--- config.mk ---
export PLATFORM = sky130hd
export DESIGN_NAME = psc_ctrl
export DESIGN_NICKNAME = d
export VERILOG_FILES = /design/src/include/psc_pkg.sv /design/src/logic/psc_ctrl.sv
export SDC_FILE = /design/constraint.sdc
export NUM_CORES = 1
export LEC_CHECK = 0
export ABC_AREA = 0
export CORE_MARGIN = 4
export CORE_UTILIZATION = 35
export DETAILED_ROUTE_END_ITERATION = 10
export DONT_BUFFER_PORTS = 1
export HOLD_SLACK_MARGIN = 0.1
export PLACE_DENSITY = 0.6
export SLEW_MARGIN = 25
export SYNTH_ARGS = -nofsm -noshare
export SYNTH_HDL_FRONTEND = slang
export SYNTH_HIERARCHICAL = 1
export SYNTH_SLANG_ARGS = --single-unit
--- constraint.sdc ---
create_clock -name clk_i -period 7.8 [get_ports clk_i]
set_clock_uncertainty 0.2 [all_clocks]
set_input_delay 0.78 -clock clk_i [delete_from_list [all_inputs] [get_ports clk_i]]
set_output_delay 0.78 -clock clk_i [all_outputs]
set_load 0.01 [all_outputs]
--- src/include/psc_pkg.sv ---
// Constants and types for the pseudo-static RAM host controller
package psc_pkg;
    // Clock rate
    localparam int CLK_MHZ = 50;
    localparam int CLK_PERIOD_NS = 20;
    // Widths
    localparam int ADDR_W = 19;
    localparam int DATA_W = 16;
    localparam int FIFO_DEPTH = 16;
    localparam int CMD_W = ADDR_W + DATA_W + 3;
    // Times in their own units
    localparam int POWERUP_US = 200;
    localparam int BURST_MAX_US = 40;
    localparam int SLEEP_WE_MAX_US = 1;
    localparam int SLEEP_MIN_US = 10;
    localparam int WAKE_US = 200;
    localparam int CYCLE_MIN_NS = 70;
    localparam int WRITE_PULSE_NS = 50;
    localparam int SELECT_END_NS = 60;
    localparam int DATA_SETUP_NS = 20;
    localparam int SELECT_HIGH_NS = 10;
    // Least times round up, longest times round down
    localparam int POWERUP_CYC = POWERUP_US * CLK_MHZ;
    localparam int WAKE_CYC = WAKE_US * CLK_MHZ;
    localparam int BURST_MAX_CYC = BURST_MAX_US * CLK_MHZ;
    localparam int SLEEP_MIN_CYC = SLEEP_MIN_US * CLK_MHZ;
    localparam int SLEEP_WE_CYC = (SLEEP_WE_MAX_US * CLK_MHZ) / 2;
    localparam int WP_CYC = (WRITE_PULSE_NS + CLK_PERIOD_NS - 1) / CLK_PERIOD_NS;
    localparam int CW_CYC = (SELECT_END_NS + CLK_PERIOD_NS - 1) / CLK_PERIOD_NS;
    localparam int ACC_CYC = (CYCLE_MIN_NS + CLK_PERIOD_NS - 1) / CLK_PERIOD_NS;
    localparam int GAP_CYC = (SELECT_HIGH_NS + CLK_PERIOD_NS - 1) / CLK_PERIOD_NS;
    localparam int DW_CYC = (DATA_SETUP_NS + CLK_PERIOD_NS - 1) / CLK_PERIOD_NS;
    // Counter width
    localparam int CNT_W = 16;
    localparam logic [CNT_W-1:0] CNT_ZERO = 16'h0000;
    // Command fields
    localparam int CMD_WR_BIT = CMD_W - 1;
    localparam int CMD_HI_BIT = CMD_W - 2;
    localparam int CMD_LO_BIT = CMD_W - 3;
    // Controller states
    typedef enum logic [6:0] {
        PSC_POWERUP = 7'h01,
        PSC_IDLE    = 7'h02,
        PSC_ACCESS  = 7'h04,
        PSC_GAP     = 7'h08,
        PSC_SLEEPWE = 7'h10,
        PSC_SLEEP   = 7'h20,
        PSC_WAKE    = 7'h40
    } psc_state_t;
endpackage : psc_pkg

--- src/logic/psc_ctrl.sv ---
// Host controller for the asynchronous pseudo-static RAM, with command FIFO
`timescale 1ns/1ps

// Command FIFO with valid and ready on both sides
module psc_fifo #(
    parameter int WIDTH = 8,
    parameter int DEPTH = 16
) (
    // Clock and reset
    input wire logic clk_i,
    input wire logic resetn_i,
    // Fill side
    input wire logic in_valid_i,
    output logic in_ready_o,
    input wire logic [WIDTH-1:0] in_data_i,
    // Drain side
    output logic out_valid_o,
    input wire logic out_ready_i,
    output logic [WIDTH-1:0] out_data_o
);
    localparam int AW = $clog2(DEPTH);
    logic [WIDTH-1:0] mem [DEPTH];  // Storage
    logic [AW:0] wr_ptr_ff;  // Write pointer with wrap bit
    logic [AW:0] rd_ptr_ff;  // Read pointer with wrap bit
    logic push;
    logic pop;
    logic full;
    logic empty;

    assign full = (wr_ptr_ff[AW] != rd_ptr_ff[AW]) && (wr_ptr_ff[AW-1:0] == rd_ptr_ff[AW-1:0]);
    assign empty = (wr_ptr_ff == rd_ptr_ff);
    assign in_ready_o = !full;
    assign out_valid_o = !empty;
    assign out_data_o = mem[rd_ptr_ff[AW-1:0]];
    assign push = in_valid_i && !full;
    assign pop = out_ready_i && !empty;

    // Storage writes need no reset
    always_ff @(posedge clk_i) begin
        if (push) begin
            mem[wr_ptr_ff[AW-1:0]] <= in_data_i;
        end
    end

    // Pointers
    always_ff @(posedge clk_i) begin
        if (!resetn_i) begin
            wr_ptr_ff <= '0;
            rd_ptr_ff <= '0;
        end else begin
            if (push) begin
                wr_ptr_ff <= wr_ptr_ff + 1'b1;
            end
            if (pop) begin
                rd_ptr_ff <= rd_ptr_ff + 1'b1;
            end
        end
    end
endmodule : psc_fifo

// How it works
// Hold select high 200 us after power
// Write happens while select and strobe low
// Byte enables chosen before write strobe falls
// Write ends by raising strobe then select; here both rise on the same edge
// Break sustained access before 40 us
// Host stops driving data outside writes
// Sleep low, strobe low within 1 us, 10 us
// Sleep loses data; standby needs no wait
// Wait 200 us after leaving deep sleep
// Lane enables pick bytes written or read
// Wake by raising sleep, flag data lost
module psc_ctrl #(
    parameter int POWERUP_CYCLES = psc_pkg::POWERUP_CYC,
    parameter int WAKE_CYCLES = psc_pkg::WAKE_CYC,
    parameter int BURST_CYCLES = psc_pkg::BURST_MAX_CYC,
    parameter int SLEEP_CYCLES = psc_pkg::SLEEP_MIN_CYC
) (
    // Clock and reset
    input wire logic clk_i,
    input wire logic resetn_i,
    // Command side: write flag, high lane, low lane, address, data
    input wire logic cmd_valid_i,
    output logic cmd_ready_o,
    input wire logic cmd_write_i,
    input wire logic cmd_high_i,
    input wire logic cmd_low_i,
    input wire logic [psc_pkg::ADDR_W-1:0] cmd_addr_i,
    input wire logic [psc_pkg::DATA_W-1:0] cmd_wdata_i,
    // Read answer and power control
    output logic rd_valid_o,
    output logic [psc_pkg::DATA_W-1:0] rd_data_o,
    input wire logic sleep_req_i,
    output logic ready_o,
    output logic data_lost_o,
    // Memory pins
    output logic ram_select_n_o,
    output logic ram_read_drive_n_o,
    output logic ram_write_strobe_n_o,
    output logic high_lane_enable_n_o,
    output logic low_lane_enable_n_o,
    output logic sleep_request_n_o,
    output logic [psc_pkg::ADDR_W-1:0] ram_addr_o,
    output logic [psc_pkg::DATA_W-1:0] ram_data_o,
    output logic ram_data_oe_o,
    input wire logic [psc_pkg::DATA_W-1:0] ram_data_i
);
    import psc_pkg::*;

    psc_state_t state_ff;  // Controller state
    logic [CNT_W-1:0] cnt_ff;  // Phase timer
    logic [CNT_W-1:0] burst_ff;  // Back-to-back access time
    logic [CMD_W-1:0] cur_ff;  // Command being run
    logic q_valid;
    logic q_ready;
    logic [CMD_W-1:0] q_data;
    logic take;
    logic spent;  // Burst budget used up, so the next idle beat is a rest

    // Commands queue here so the source stalls only once the FIFO_DEPTH queue is full
    psc_fifo #(.WIDTH(CMD_W), .DEPTH(FIFO_DEPTH)) u_fifo (
        .clk_i(clk_i),
        .resetn_i(resetn_i),
        .in_valid_i(cmd_valid_i),
        .in_ready_o(cmd_ready_o),
        .in_data_i({cmd_write_i, cmd_high_i, cmd_low_i, cmd_addr_i, cmd_wdata_i}),
        .out_valid_o(q_valid),
        .out_ready_i(q_ready),
        .out_data_o(q_data)
    );

    // a spent burst holds the queue for one idle beat with select high
    assign spent = burst_ff >= CNT_W'(BURST_CYCLES - ACC_CYC - GAP_CYC);
    // Sleep has priority over queued work at an idle point
    assign take = (state_ff == PSC_IDLE) && q_valid && !sleep_req_i && !spent
        && (q_data[CMD_HI_BIT] || q_data[CMD_LO_BIT]);
    // Commands with no lane are dropped rather than stalling the queue
    assign q_ready = (state_ff == PSC_IDLE) && q_valid && !sleep_req_i && !spent;

    // State sequencing and phase timer
    always_ff @(posedge clk_i) begin
        if (!resetn_i) begin
            state_ff <= PSC_POWERUP;
            cnt_ff <= CNT_ZERO;
        end else begin
            case (state_ff)
                // power-up hold
                PSC_POWERUP: begin
                    if (cnt_ff == CNT_W'(POWERUP_CYCLES - 1)) begin
                        state_ff <= PSC_IDLE;
                        cnt_ff <= CNT_ZERO;
                    end else begin
                        cnt_ff <= cnt_ff + 1'b1;
                    end
                end
                PSC_IDLE: begin
                    cnt_ff <= CNT_ZERO;
                    if (sleep_req_i) begin
                        state_ff <= PSC_SLEEPWE;
                    end else if (take) begin
                        state_ff <= PSC_ACCESS;
                    end
                end
                // Access lasts a full minimum cycle
                PSC_ACCESS: begin
                    if (cnt_ff == CNT_W'(ACC_CYC - 1)) begin
                        state_ff <= PSC_GAP;
                        cnt_ff <= CNT_ZERO;
                    end else begin
                        cnt_ff <= cnt_ff + 1'b1;
                    end
                end
                // Select-high gap between accesses
                PSC_GAP: begin
                    if (cnt_ff == CNT_W'(GAP_CYC - 1)) begin
                        state_ff <= PSC_IDLE;
                        cnt_ff <= CNT_ZERO;
                    end else begin
                        cnt_ff <= cnt_ff + 1'b1;
                    end
                end
                // strobe low well inside the 1 us window
                PSC_SLEEPWE: begin
                    if (cnt_ff == CNT_W'(SLEEP_WE_CYC - 1)) begin
                        state_ff <= PSC_SLEEP;
                        cnt_ff <= CNT_ZERO;
                    end else begin
                        cnt_ff <= cnt_ff + 1'b1;
                    end
                end
                // least sleep time before wake is honoured
                PSC_SLEEP: begin
                    if (cnt_ff != CNT_W'(SLEEP_CYCLES - 1)) begin
                        cnt_ff <= cnt_ff + 1'b1;
                    end else if (!sleep_req_i) begin
                        state_ff <= PSC_WAKE;
                        cnt_ff <= CNT_ZERO;
                    end
                end
                // recovery wait after deep sleep only
                PSC_WAKE: begin
                    if (cnt_ff == CNT_W'(WAKE_CYCLES - 1)) begin
                        state_ff <= PSC_IDLE;
                        cnt_ff <= CNT_ZERO;
                    end else begin
                        cnt_ff <= cnt_ff + 1'b1;
                    end
                end
                default: begin
                    state_ff <= PSC_POWERUP;
                    cnt_ff <= CNT_ZERO;
                end
            endcase
        end
    end

    // wall time since the last rest; an idle beat without a take is a rest
    always_ff @(posedge clk_i) begin
        if (!resetn_i) begin
            burst_ff <= CNT_ZERO;
        end else if (state_ff == PSC_ACCESS || state_ff == PSC_GAP || take) begin
            burst_ff <= burst_ff + 1'b1;
        end else if (state_ff == PSC_IDLE) begin
            burst_ff <= CNT_ZERO;
        end
    end

    // Latch the command when it is taken
    always_ff @(posedge clk_i) begin
        if (!resetn_i) begin
            cur_ff <= '0;
        end else if (take) begin
            cur_ff <= q_data;
        end
    end

    // Memory control pins, all registered
    always_ff @(posedge clk_i) begin
        if (!resetn_i) begin
            ram_select_n_o <= 1'b1;
            ram_read_drive_n_o <= 1'b1;
            ram_write_strobe_n_o <= 1'b1;
            high_lane_enable_n_o <= 1'b1;
            low_lane_enable_n_o <= 1'b1;
            sleep_request_n_o <= 1'b1;
            ram_addr_o <= '0;
            ram_data_o <= '0;
            ram_data_oe_o <= 1'b0;
        end else begin
            // sleep pin low only in deep sleep states
            sleep_request_n_o <= !(state_ff == PSC_SLEEPWE || state_ff == PSC_SLEEP);
            // Select low from the take through the last access beat
            ram_select_n_o <= !(take || (state_ff == PSC_ACCESS && cnt_ff != CNT_W'(ACC_CYC - 1)));
            if (take) begin
                ram_addr_o <= q_data[DATA_W +: ADDR_W];
                ram_data_o <= q_data[DATA_W-1:0];
                // lanes chosen from the command
                high_lane_enable_n_o <= !q_data[CMD_HI_BIT];
                low_lane_enable_n_o <= !q_data[CMD_LO_BIT];
                // lanes set before strobe; R6: drive data on writes only
                ram_data_oe_o <= q_data[CMD_WR_BIT];
                ram_read_drive_n_o <= q_data[CMD_WR_BIT];
            end else if (state_ff == PSC_ACCESS && cnt_ff == CNT_W'(ACC_CYC - 1)) begin
                high_lane_enable_n_o <= 1'b1;
                low_lane_enable_n_o <= 1'b1;
                ram_read_drive_n_o <= 1'b1;
                ram_data_oe_o <= 1'b0;
            end
            // strobe low inside select, for the full pulse width
            if (state_ff == PSC_ACCESS && cur_ff[CMD_WR_BIT] && cnt_ff < CNT_W'(WP_CYC)) begin
                ram_write_strobe_n_o <= 1'b0;
            // strobe low during sleep entry
            end else if (state_ff == PSC_SLEEPWE) begin
                ram_write_strobe_n_o <= 1'b0;
            end else begin
                // strobe rises on the same edge as select, after the last access beat
                ram_write_strobe_n_o <= 1'b1;
            end
        end
    end

    // Read capture at the end of the access, status flags
    always_ff @(posedge clk_i) begin
        if (!resetn_i) begin
            rd_valid_o <= 1'b0;
            rd_data_o <= '0;
            ready_o <= 1'b0;
            data_lost_o <= 1'b0;
        end else begin
            rd_valid_o <= 1'b0;
            if (state_ff == PSC_ACCESS && !cur_ff[CMD_WR_BIT] && cnt_ff == CNT_W'(ACC_CYC - 1)) begin
                rd_valid_o <= 1'b1;
                rd_data_o <= ram_data_i;
            end
            ready_o <= (state_ff == PSC_IDLE || state_ff == PSC_ACCESS || state_ff == PSC_GAP);
            // contents undefined after deep sleep until a new write
            if (state_ff == PSC_SLEEP) begin
                data_lost_o <= 1'b1;
            end else if (take && q_data[CMD_WR_BIT]) begin
                data_lost_o <= 1'b0;
            end
        end
    end
endmodule : psc_ctrl

[Yosys cells after proc, flatten, opt, wreduce, memory -nomap -nowiden]
Memories as Yosys holds them, arrays and structs flattened. A register that Yosys moved wholly into a read port is not among the register bits.
Index checks and enable logic that the tools add are counted.
Storage, ports and cells
  bits in read-only memories: 0
  register bits: 148
  memories: 1
  input port bits: 58
  bits in writable memories: 608
  latch bits: 0
  output and inout bits: 62
Memories
  u_fifo.mem: words 16, width 38, rd ports 1, clocked after memory_dff 1, wr ports 1, RTL line psc_ctrl.sv:22  | logic [WIDTH-1:0] mem [DEPTH];
Operators by class
  order comparisons: 2
  multipliers: 0
  reduce and logical (&&, ||, !) cells: 36
  divide/modulo/power cells: 0
  bitwise operators: 0
  shift operators: 0
  add/subtract/negate cells: 4
  mux-type cells: 33
  equal/unequal tests: 23
Operators by type and width (count)
  $mux 16: 8
  $pmux 16 s5: 1
  $mux 7: 8
  $pmux 7 s6: 1
  $add 16x1->16 const B: 2
  $eq 16x14->1 const B: 1
  $eq 16x2->1 const B: 1
  $eq 16x5->1 const B: 1
  $ge 16x11->1 const B: 1
  $logic_not 16->1: 1
  $lt 16x2->1 const B: 1
  $ne 16x2->1 const B: 1
  $ne 16x9->1 const B: 1
  $logic_and 1x1->1: 14
  $mux 1: 13
  $add 5x1->5 const B: 2
  $logic_not 1->1: 9
  $mux 4: 2
  $ne 2x2->1 const B: 4
  $eq 7x1->1 const B: 1
  $eq 7x2->1 const B: 1
  $eq 7x3->1 const B: 1
  $eq 7x4->1 const B: 1
  $eq 7x5->1 const B: 1
  11 further kinds: 21

[Logic depth before layout (Yosys ltp)]
Gate-level depths: netlist of run 1.
  depth after elaboration: 9
  gate-level depth with buffers: 12
  depth with buffers taken out: 8

[Cells and area by module]
Netlist of run 1, hierarchy kept.
By module, submodules not included
  psc_fifo: seq. area each 18537.8 um^2, instances 1, area each 23670.2 um^2, cells each 947
  psc_ctrl: seq. area each 2021.9 um^2, instances 1, area each 4456.8 um^2, cells each 542

[Worst setup path before layout of run 1]
Ideal clock, no wire load.
  path kind: flip-flop to flip-flop
  from: register u_fifo.wr_ptr_ff[2]
  to: memory u_fifo/mem[15][0] (netlist name) (enable)
  library setup time: 0.449 ns
  period minus slack after synthesis: 3.487 ns
  setup slack: 4.313 ns
  arrival: 2.838 ns
  data required time: 7.151 ns
  stages on the path, launching flop included: 6
  path through: dfxtp_1 -> buf_2 -> xor2_1 -> nor4_2 -> buf_2 -> a21oi_1
On the way
  word-level cells in the longest chain between the ends: 6
RTL lines
  start, declared: RTL line psc_ctrl.sv:23  | logic [AW:0] wr_ptr_ff;
  start signal, assigned: RTL line psc_ctrl.sv:52  | wr_ptr_ff <= wr_ptr_ff + 1'b1;
  $eq 4x4->1: RTL line psc_ctrl.sv:30  | assign full = (wr_ptr_ff[AW] != rd_ptr_ff[AW]) && (wr_ptr_ff[AW-1:0] == rd_ptr_ff[AW-1:0]);
  $logic_and 1x1->1: RTL line psc_ctrl.sv:30
  $logic_not 1->1: RTL line psc_ctrl.sv:35  | assign push = in_valid_i && !full;
  $logic_and 1x1->1: RTL line psc_ctrl.sv:35
  $mux 1: RTL line psc_ctrl.sv:40  | if (push) begin
  $mux 1 (not written as such): RTL line psc_ctrl.sv:41  | mem[wr_ptr_ff[AW-1:0]] <= in_data_i;
  end, declared: RTL line psc_ctrl.sv:22
Parallel ways exist; a longest one is shown, timed or not.

==> impl_metrics.csv, run 1 <==
group,metric,value,unit
floorplanning,io_pins,120,
cts,postCtsSetupBuffers,0,
routing,route.detailed.wl_per_inst,23.9,um
floorplanning,num_rows,103,
logic_synthesis,synth.top_cell.area_share,64.9,%
pwr,ir_worst_vdd,0.000127,V
pwr,total_power,7.96,mW
pwr,p_int,6.33,mW
floorplanning,core,79300,um2
global_route,grt_start_max_net_pins,58,
global_route,grt_pass1_vias,14200,
pwr,p_switching,1.63,mW
timing,max_clock_freq,232,MHz
setup_path,reg2reg_depth,9,
final_layout,multi_input_area,6930,um2
timing,worst_slack,3.48,ns
logic_synthesis,syn_area,28100,um2
placement,portBuffers,0,
logic_synthesis,ys_seq_elements,723,
final_layout,final_common_cell,"edfxtp_1",
setup_path,cp-start-kind,"flip-flop",
cts,clkSlewWorstSetupHoldPaths,0.06,ns
setup_path,required,8.05,ns
final_layout,fillers,7062,
routing,finalWirelength,63.3,mm
setup_path,crit_path_max_fanout,53,
final_layout,stdcell_count,2652,
global_route,antenna_found_initial,8,
cts,ctsResizeCount,0,
final_layout,fin_nets,1604,
final_layout,seq_area,20600,um2
global_route,overflow,0,
run_status,status,"complete, no violations",
cts,worst_skew_pair.late_latency,0.61,ns
routing,drtIter0Drc,1351,
pwr,power_density,249,nW/um2
final_layout,mostFrequentLayoutCells,"edfxtp_1 (608), mux4_2 (190), nand2_1 (139)",
logic_synthesis,synth_edf_count,608,
logic_synthesis,syn_nets,1555,
worst_hold_path,hold_path_class,"input pin to flip-flop",
routing,drcViolationCount,0,
logic_synthesis,synth_top_area_cell,"edfxtp_1",
routing,via_per_inst,5.21,
placement,post-place-ws,3.21,ns
worst_hold_path,hp-start,"ram_data_i[12]",
timing,slew_headroom,37.8,%
cts,cts_tree,"done",
global_route,grt.total_usage,14.8,%
pwr,power_frac_comb,3.4,%
logic_synthesis,synth_cells,1489,
final_layout,drive_gt1_share,22.5,%
placement,gp_congestion,0.776,
logic_synthesis,ys_types,59,
cts,cts.sinks,723,
setup_path,cp-end-kind,"flip-flop",
timing,timing.final.max_slew_violations,0,
floorplanning,fp.dieH,291,um
global_route,grt_pass1_wl,94.3,mm
setup_path,reg2reg_slack,3.48,ns
placement,dpl.hpwl,32.5,mm
timing,final.setup.tns,0,ns
routing,first_pass_iters,4,
setup_path,cp.arrival,4.57,ns
timing,fin_crit_sh,55.4,%
logic_synthesis,synth_area_leaders,"edfxtp_1 (65%), mux4_2 (15%), dfxtp_1 (8.2%)",
timing,hold_violations,0,
job,drv_cap,0,
logic_synthesis,synthArstFlopShare,0,%
pwr,clkPwrFrac,43.1,%
routing,vias,13800,
cts,cts_buffers,75,
cts,cts_root_buf,"clkbuf_16",
setup_path,worst-setup-path-type,"flip-flop to flip-flop",
cts,h-tree-depth,3,
worst_hold_path,holdPathStages,2,
pwr,leakage,9.81,nW
setup_path,timing.rr.end,"burst_ff[11]",
routing,ant_nets,0,
logic_synthesis,yosysWarnings,6,
floorplanning,start_util,35.5,%
final_layout,area_growth,13.7,%
floorplanning,die_area,85000,um2
placement,dp.cells,2463,
logic_synthesis,synth-main-ff-cell,"edfxtp_1",
timing,finalSetupViolCount,0,
timing,tightest_slew,0.933,ns
timing,fin_crit,4.32,ns
pwr,sw_frac_of_total,20.5,%
timing,rsz0062_at_grt,"false",
logic_synthesis,yosysSeqAreaShare,73.1,%
pwr,pwr-share-seq,53.5,%
floorplanning,die_x,291,um
logic_synthesis,syn_avg_cell_area,18.9,um2
worst_hold_path,min_to,"rd_data_o[12]",
cts,cts_buffer_depth,3,
synthesized netlist by cell type (3+ instances only):
cell type / n
nor2b_1: 6
nor4_2: 3
buf_1: 4
dfxtp_1: 115
nor2_1: 43
nor4_1: 7
nor3_1: 11
mux2i_1: 12
nand2b_1: 7
ha_1: 8
xor2_1: 17
buf_4: 35
nand3_1: 17
xnor2_1: 8
edfxtp_1: 608
a31oi_1: 7
o2bb2ai_1: 3
mux4_2: 190
inv_1: 16
clkbuf_1: 32
nand2_1: 139
and2_1: 7
and3_1: 26
buf_6: 10
a21o_1: 5
nand3b_1: 3
a21oi_1: 61
buf_2: 23
o211ai_1: 4
nand4_1: 9
o21ai_0: 13
logic make-up after synthesis:
kind of cell / after synthesis / synth area share [%]
xor+xnor: 25 / 0.778
buf+inv: 120 / 2.44
mux: 203 / 15.7
compound gates: 116 / 2.56
fa+ha+maj: 8 / 0.356
simple gates: 294 / 5.09
flops: 723 / 73.1
how the worst max path moves through the flow:
stage / to / slack, ns / from / depth (start not counted)
after floorplan: u_fifo/mem[15][0] / 4.31 / u_fifo/wr_ptr_ff[2] / 5
after global placement: burst_ff[6] / 3.29 / flip-flop / 8
after detailed placement: burst_ff[5] / 3.21 / flip-flop / 8
after CTS: burst_ff[5] / 3.18 / flip-flop / 8
after global routing: burst_ff[11] / 3.15 / flip-flop / 9
final: burst_ff[11] / 3.48 / flip-flop / 9
critical path: stages, from the launching register on:
cell and delay [ns]:
dfxtp_4 0.86, buf_4 0.70, mux4_2 0.40, mux4_2 0.56, nor2_1 0.28, nor4_4 0.06
buf_4 0.37, nand2b_1 0.36, a41oi_1 0.25, a311oi_1 0.07
routing by layer:
metal  GRT usage [%]  routed length [um]  vias up
li1                -                   -     6035
met1            19.5               26400     7292
met2            24.8               31200      384
met3            3.78                4400       90
met4            3.50                1290        6
met5               0                  34        -
registers in the layout, indices dropped and copies added, names as in the netlist, 5 cells and up, named ones only:
register,cells
u_fifo/mem,608
cur_ff,36
u_fifo/rd_ptr_ff,5
u_fifo/wr_ptr_ff,5
burst_ff,16
rd_data_o,16
cnt_ff,16
state_ff,7
power groups by stage:
stage | Combinational, mW | Clock [mW] | Sequential (mW)
finish | 0.271 | 3.43 | 4.26
detailed placement | 0.213 | 0 | 4.34
CTS | 0.274 | 3.52 | 4.26
global route | 0.298 | 3.68 | 4.26
global placement | 0.211 | 0 | 4.34
floorplan | 0.161 | 0 | 4.33
cell type report:
cell class	instances	area share, %
clock inverters	28	0.748
diodes	4	0.0313
multi-input cells	646	21.7
well taps	1050	4.11
inverters	16	0.188
repair buffers	76	2.16
clock buffers	109	6.72
flip-flops and latches	723	64.4
through the flow:
stage,utilization [%],hold slack [ns],area (um2)
after global routing,40.3,0.105,32000
after floorplan,-,0.232,28100
final,40.3,0.136,32000
after global placement,36.7,0.288,29100
after CTS,40.3,0.101,32000
after detailed placement,36.7,0.294,29100
what timing repair did:
action	4_1_cts	5_1_grt
endpoints found under the hold margin	624	0
setup endpoints to repair	0	0
hold buffers	48	0
No activity file was read; power rests on OpenSTA's default activity.
==> run 2: changes to the inputs <==
- clock period: 7.8 -> 4.1 ns (I/O delays scaled with it)
==> impl_metrics.csv, run 2 (synthesis gave the netlist of run 1 again) <==
group,metric,value,unit
run_status,status,"complete, no violations",
routing,first_pass_iters,5,
cts,clkSlewWorstSetupHoldPaths,0.06,ns
final_layout,final_common_cell,"edfxtp_1",
floorplanning,start_util,35.5,%
routing,finalWirelength,64.1,mm
timing,fin_crit,3.28,ns
timing,tightest_slew,0.987,ns
routing,via_per_inst,5.26,
timing,fin_crit_sh,80.1,%
setup_path,crit_path_max_fanout,25,
final_layout,drive_gt1_share,23.2,%
floorplanning,core,79300,um2
worst_hold_path,hp-start,"sleep_req_i",
pwr,leakage,9.97,nW
final_layout,fillers,6958,
global_route,overflow,0,
cts,cts.sinks,723,
timing,max_clock_freq,305,MHz
cts,h-tree-depth,3,
global_route,grt_start_max_net_pins,61,
timing,rsz0062_at_grt,"false",
routing,ant_nets,0,
setup_path,cp.arrival,3.54,ns
timing,final.setup.tns,0,ns
global_route,grt.total_usage,14.9,%
worst_hold_path,holdPathStages,5,
placement,dpl.hpwl,35.9,mm
setup_path,cp-end-kind,"flip-flop",
cts,worst_skew_pair.late_latency,0.62,ns
setup_path,cp-start-kind,"flip-flop",
pwr,ir_worst_vdd,0.000296,V
global_route,grt_pass1_vias,14300,
placement,post-place-ws,0.755,ns
setup_path,worst-setup-path-type,"flip-flop to flip-flop",
cts,cts_root_buf,"clkbuf_16",
routing,vias,14100,
floorplanning,die_x,291,um
routing,drcViolationCount,0,
placement,gp_congestion,0.813,
timing,worst_slack,0.818,ns
worst_hold_path,hold_path_class,"input pin to flip-flop",
setup_path,required,4.35,ns
floorplanning,num_rows,103,
timing,timing.hold.ws,0.206,ns
final_layout,fin_nets,1628,
cts,cts_buffers,76,
final_layout,final_core_util,40.9,%
floorplanning,io_pins,120,
timing,timing.final.max_slew_violations,0,
routing,route.detailed.wl_per_inst,23.9,um
timing,hold_violations,0,
setup_path,reg2reg_depth,8,
routing,drtIter0Drc,1222,
floorplanning,fp.dieH,291,um
floorplanning,die_area,85000,um2
cts,cts_tree,"done",
cts,cts_buffer_depth,3,
cts,ctsResizeCount,0,
timing,finalSetupViolCount,0,
final_layout,mostFrequentLayoutCells,"edfxtp_1 (608), mux4_2 (190), nand2_1 (139)",
pwr,power_density,472,nW/um2
global_route,grt_pass1_wl,95.4,mm
timing,slew_headroom,33.9,%
global_route,antenna_found_initial,7,
final_layout,area_growth,15.2,%
cts,postCtsSetupBuffers,0,
job,drv_cap,0,
placement,portBuffers,0,
final_layout,largest_reg_flops,608,
[run 2: layout make-up]
class / instances / area, um2 / share of cell area (%)
multi-input combinational: 646 / 6930 / 21.4
timing repair buffer: 99 / 1040 / 3.22
antenna: 5 / 12.5 / 0.0386
sequential: 723 / 20600 / 63.5
tap: 1050 / 1310 / 4.05
inverter: 16 / 60.1 / 0.185
clock inverter: 36 / 343 / 1.06
clock buffer: 104 / 2130 / 6.57
[run 2: layer usage]
metal / share of wire (%) / GRT usage, % / wire length (um) / vias up
met5: 0.042 / 0 / 27 / -
met4: 1.5 / 3.14 / 941 / 4
met3: 7.2 / 3.48 / 4590 / 77
met2: 48 / 24.1 / 31000 / 442
met1: 43 / 20.8 / 27500 / 7463
li1: - / - / - / 6105
[run 2: worst max-delay path, stage by stage, from the launching register on]
cell and delay, ns:
dfxtp_4 0.47, mux4_2 0.53, mux4_2 0.55, nor2_1 0.31, nor4_4 0.06, buf_4 0.33, nand2b_1 0.32, a41oi_1 0.27
a311oi_1 0.08
[run 2: repair_timing]
action	4_1_cts	5_1_grt
endpoints found under the setup margin	0	0
hold buffers	59	0
endpoints found under the hold margin	690	0
[run 2: path summary, 6_finish.rpt]
path | end | slack [ns]
max | burst_ff[11] | 0.82
min | u_fifo/rd_ptr_ff[2] | 0.21
max reg2reg | burst_ff[11] | 0.82
min reg2reg | rd_data_o[8] | 0.30
[run 2: per-stage QoR]
stage	instance area, um2	std cells	total power [mW]
after floorplan	28100	1489	8.55
after global placement	29300	2475	8.65
after detailed placement	29300	2475	8.67
after CTS	32400	2674	15.5
after global routing	32400	2675	15.8
final	32400	2679	15.3
[run 2: where the power goes]
group / internal (mW) / leakage, nW / switching (mW) / total [mW]
Combinational: 0.207 / 2.35 / 0.333 / 0.541
Clock: 3.86 / 1.19 / 2.80 / 6.66
Sequential: 8.06 / 6.42 / 0.0412 / 8.10
Total: 12.1 / 9.97 / 3.17 / 15.3
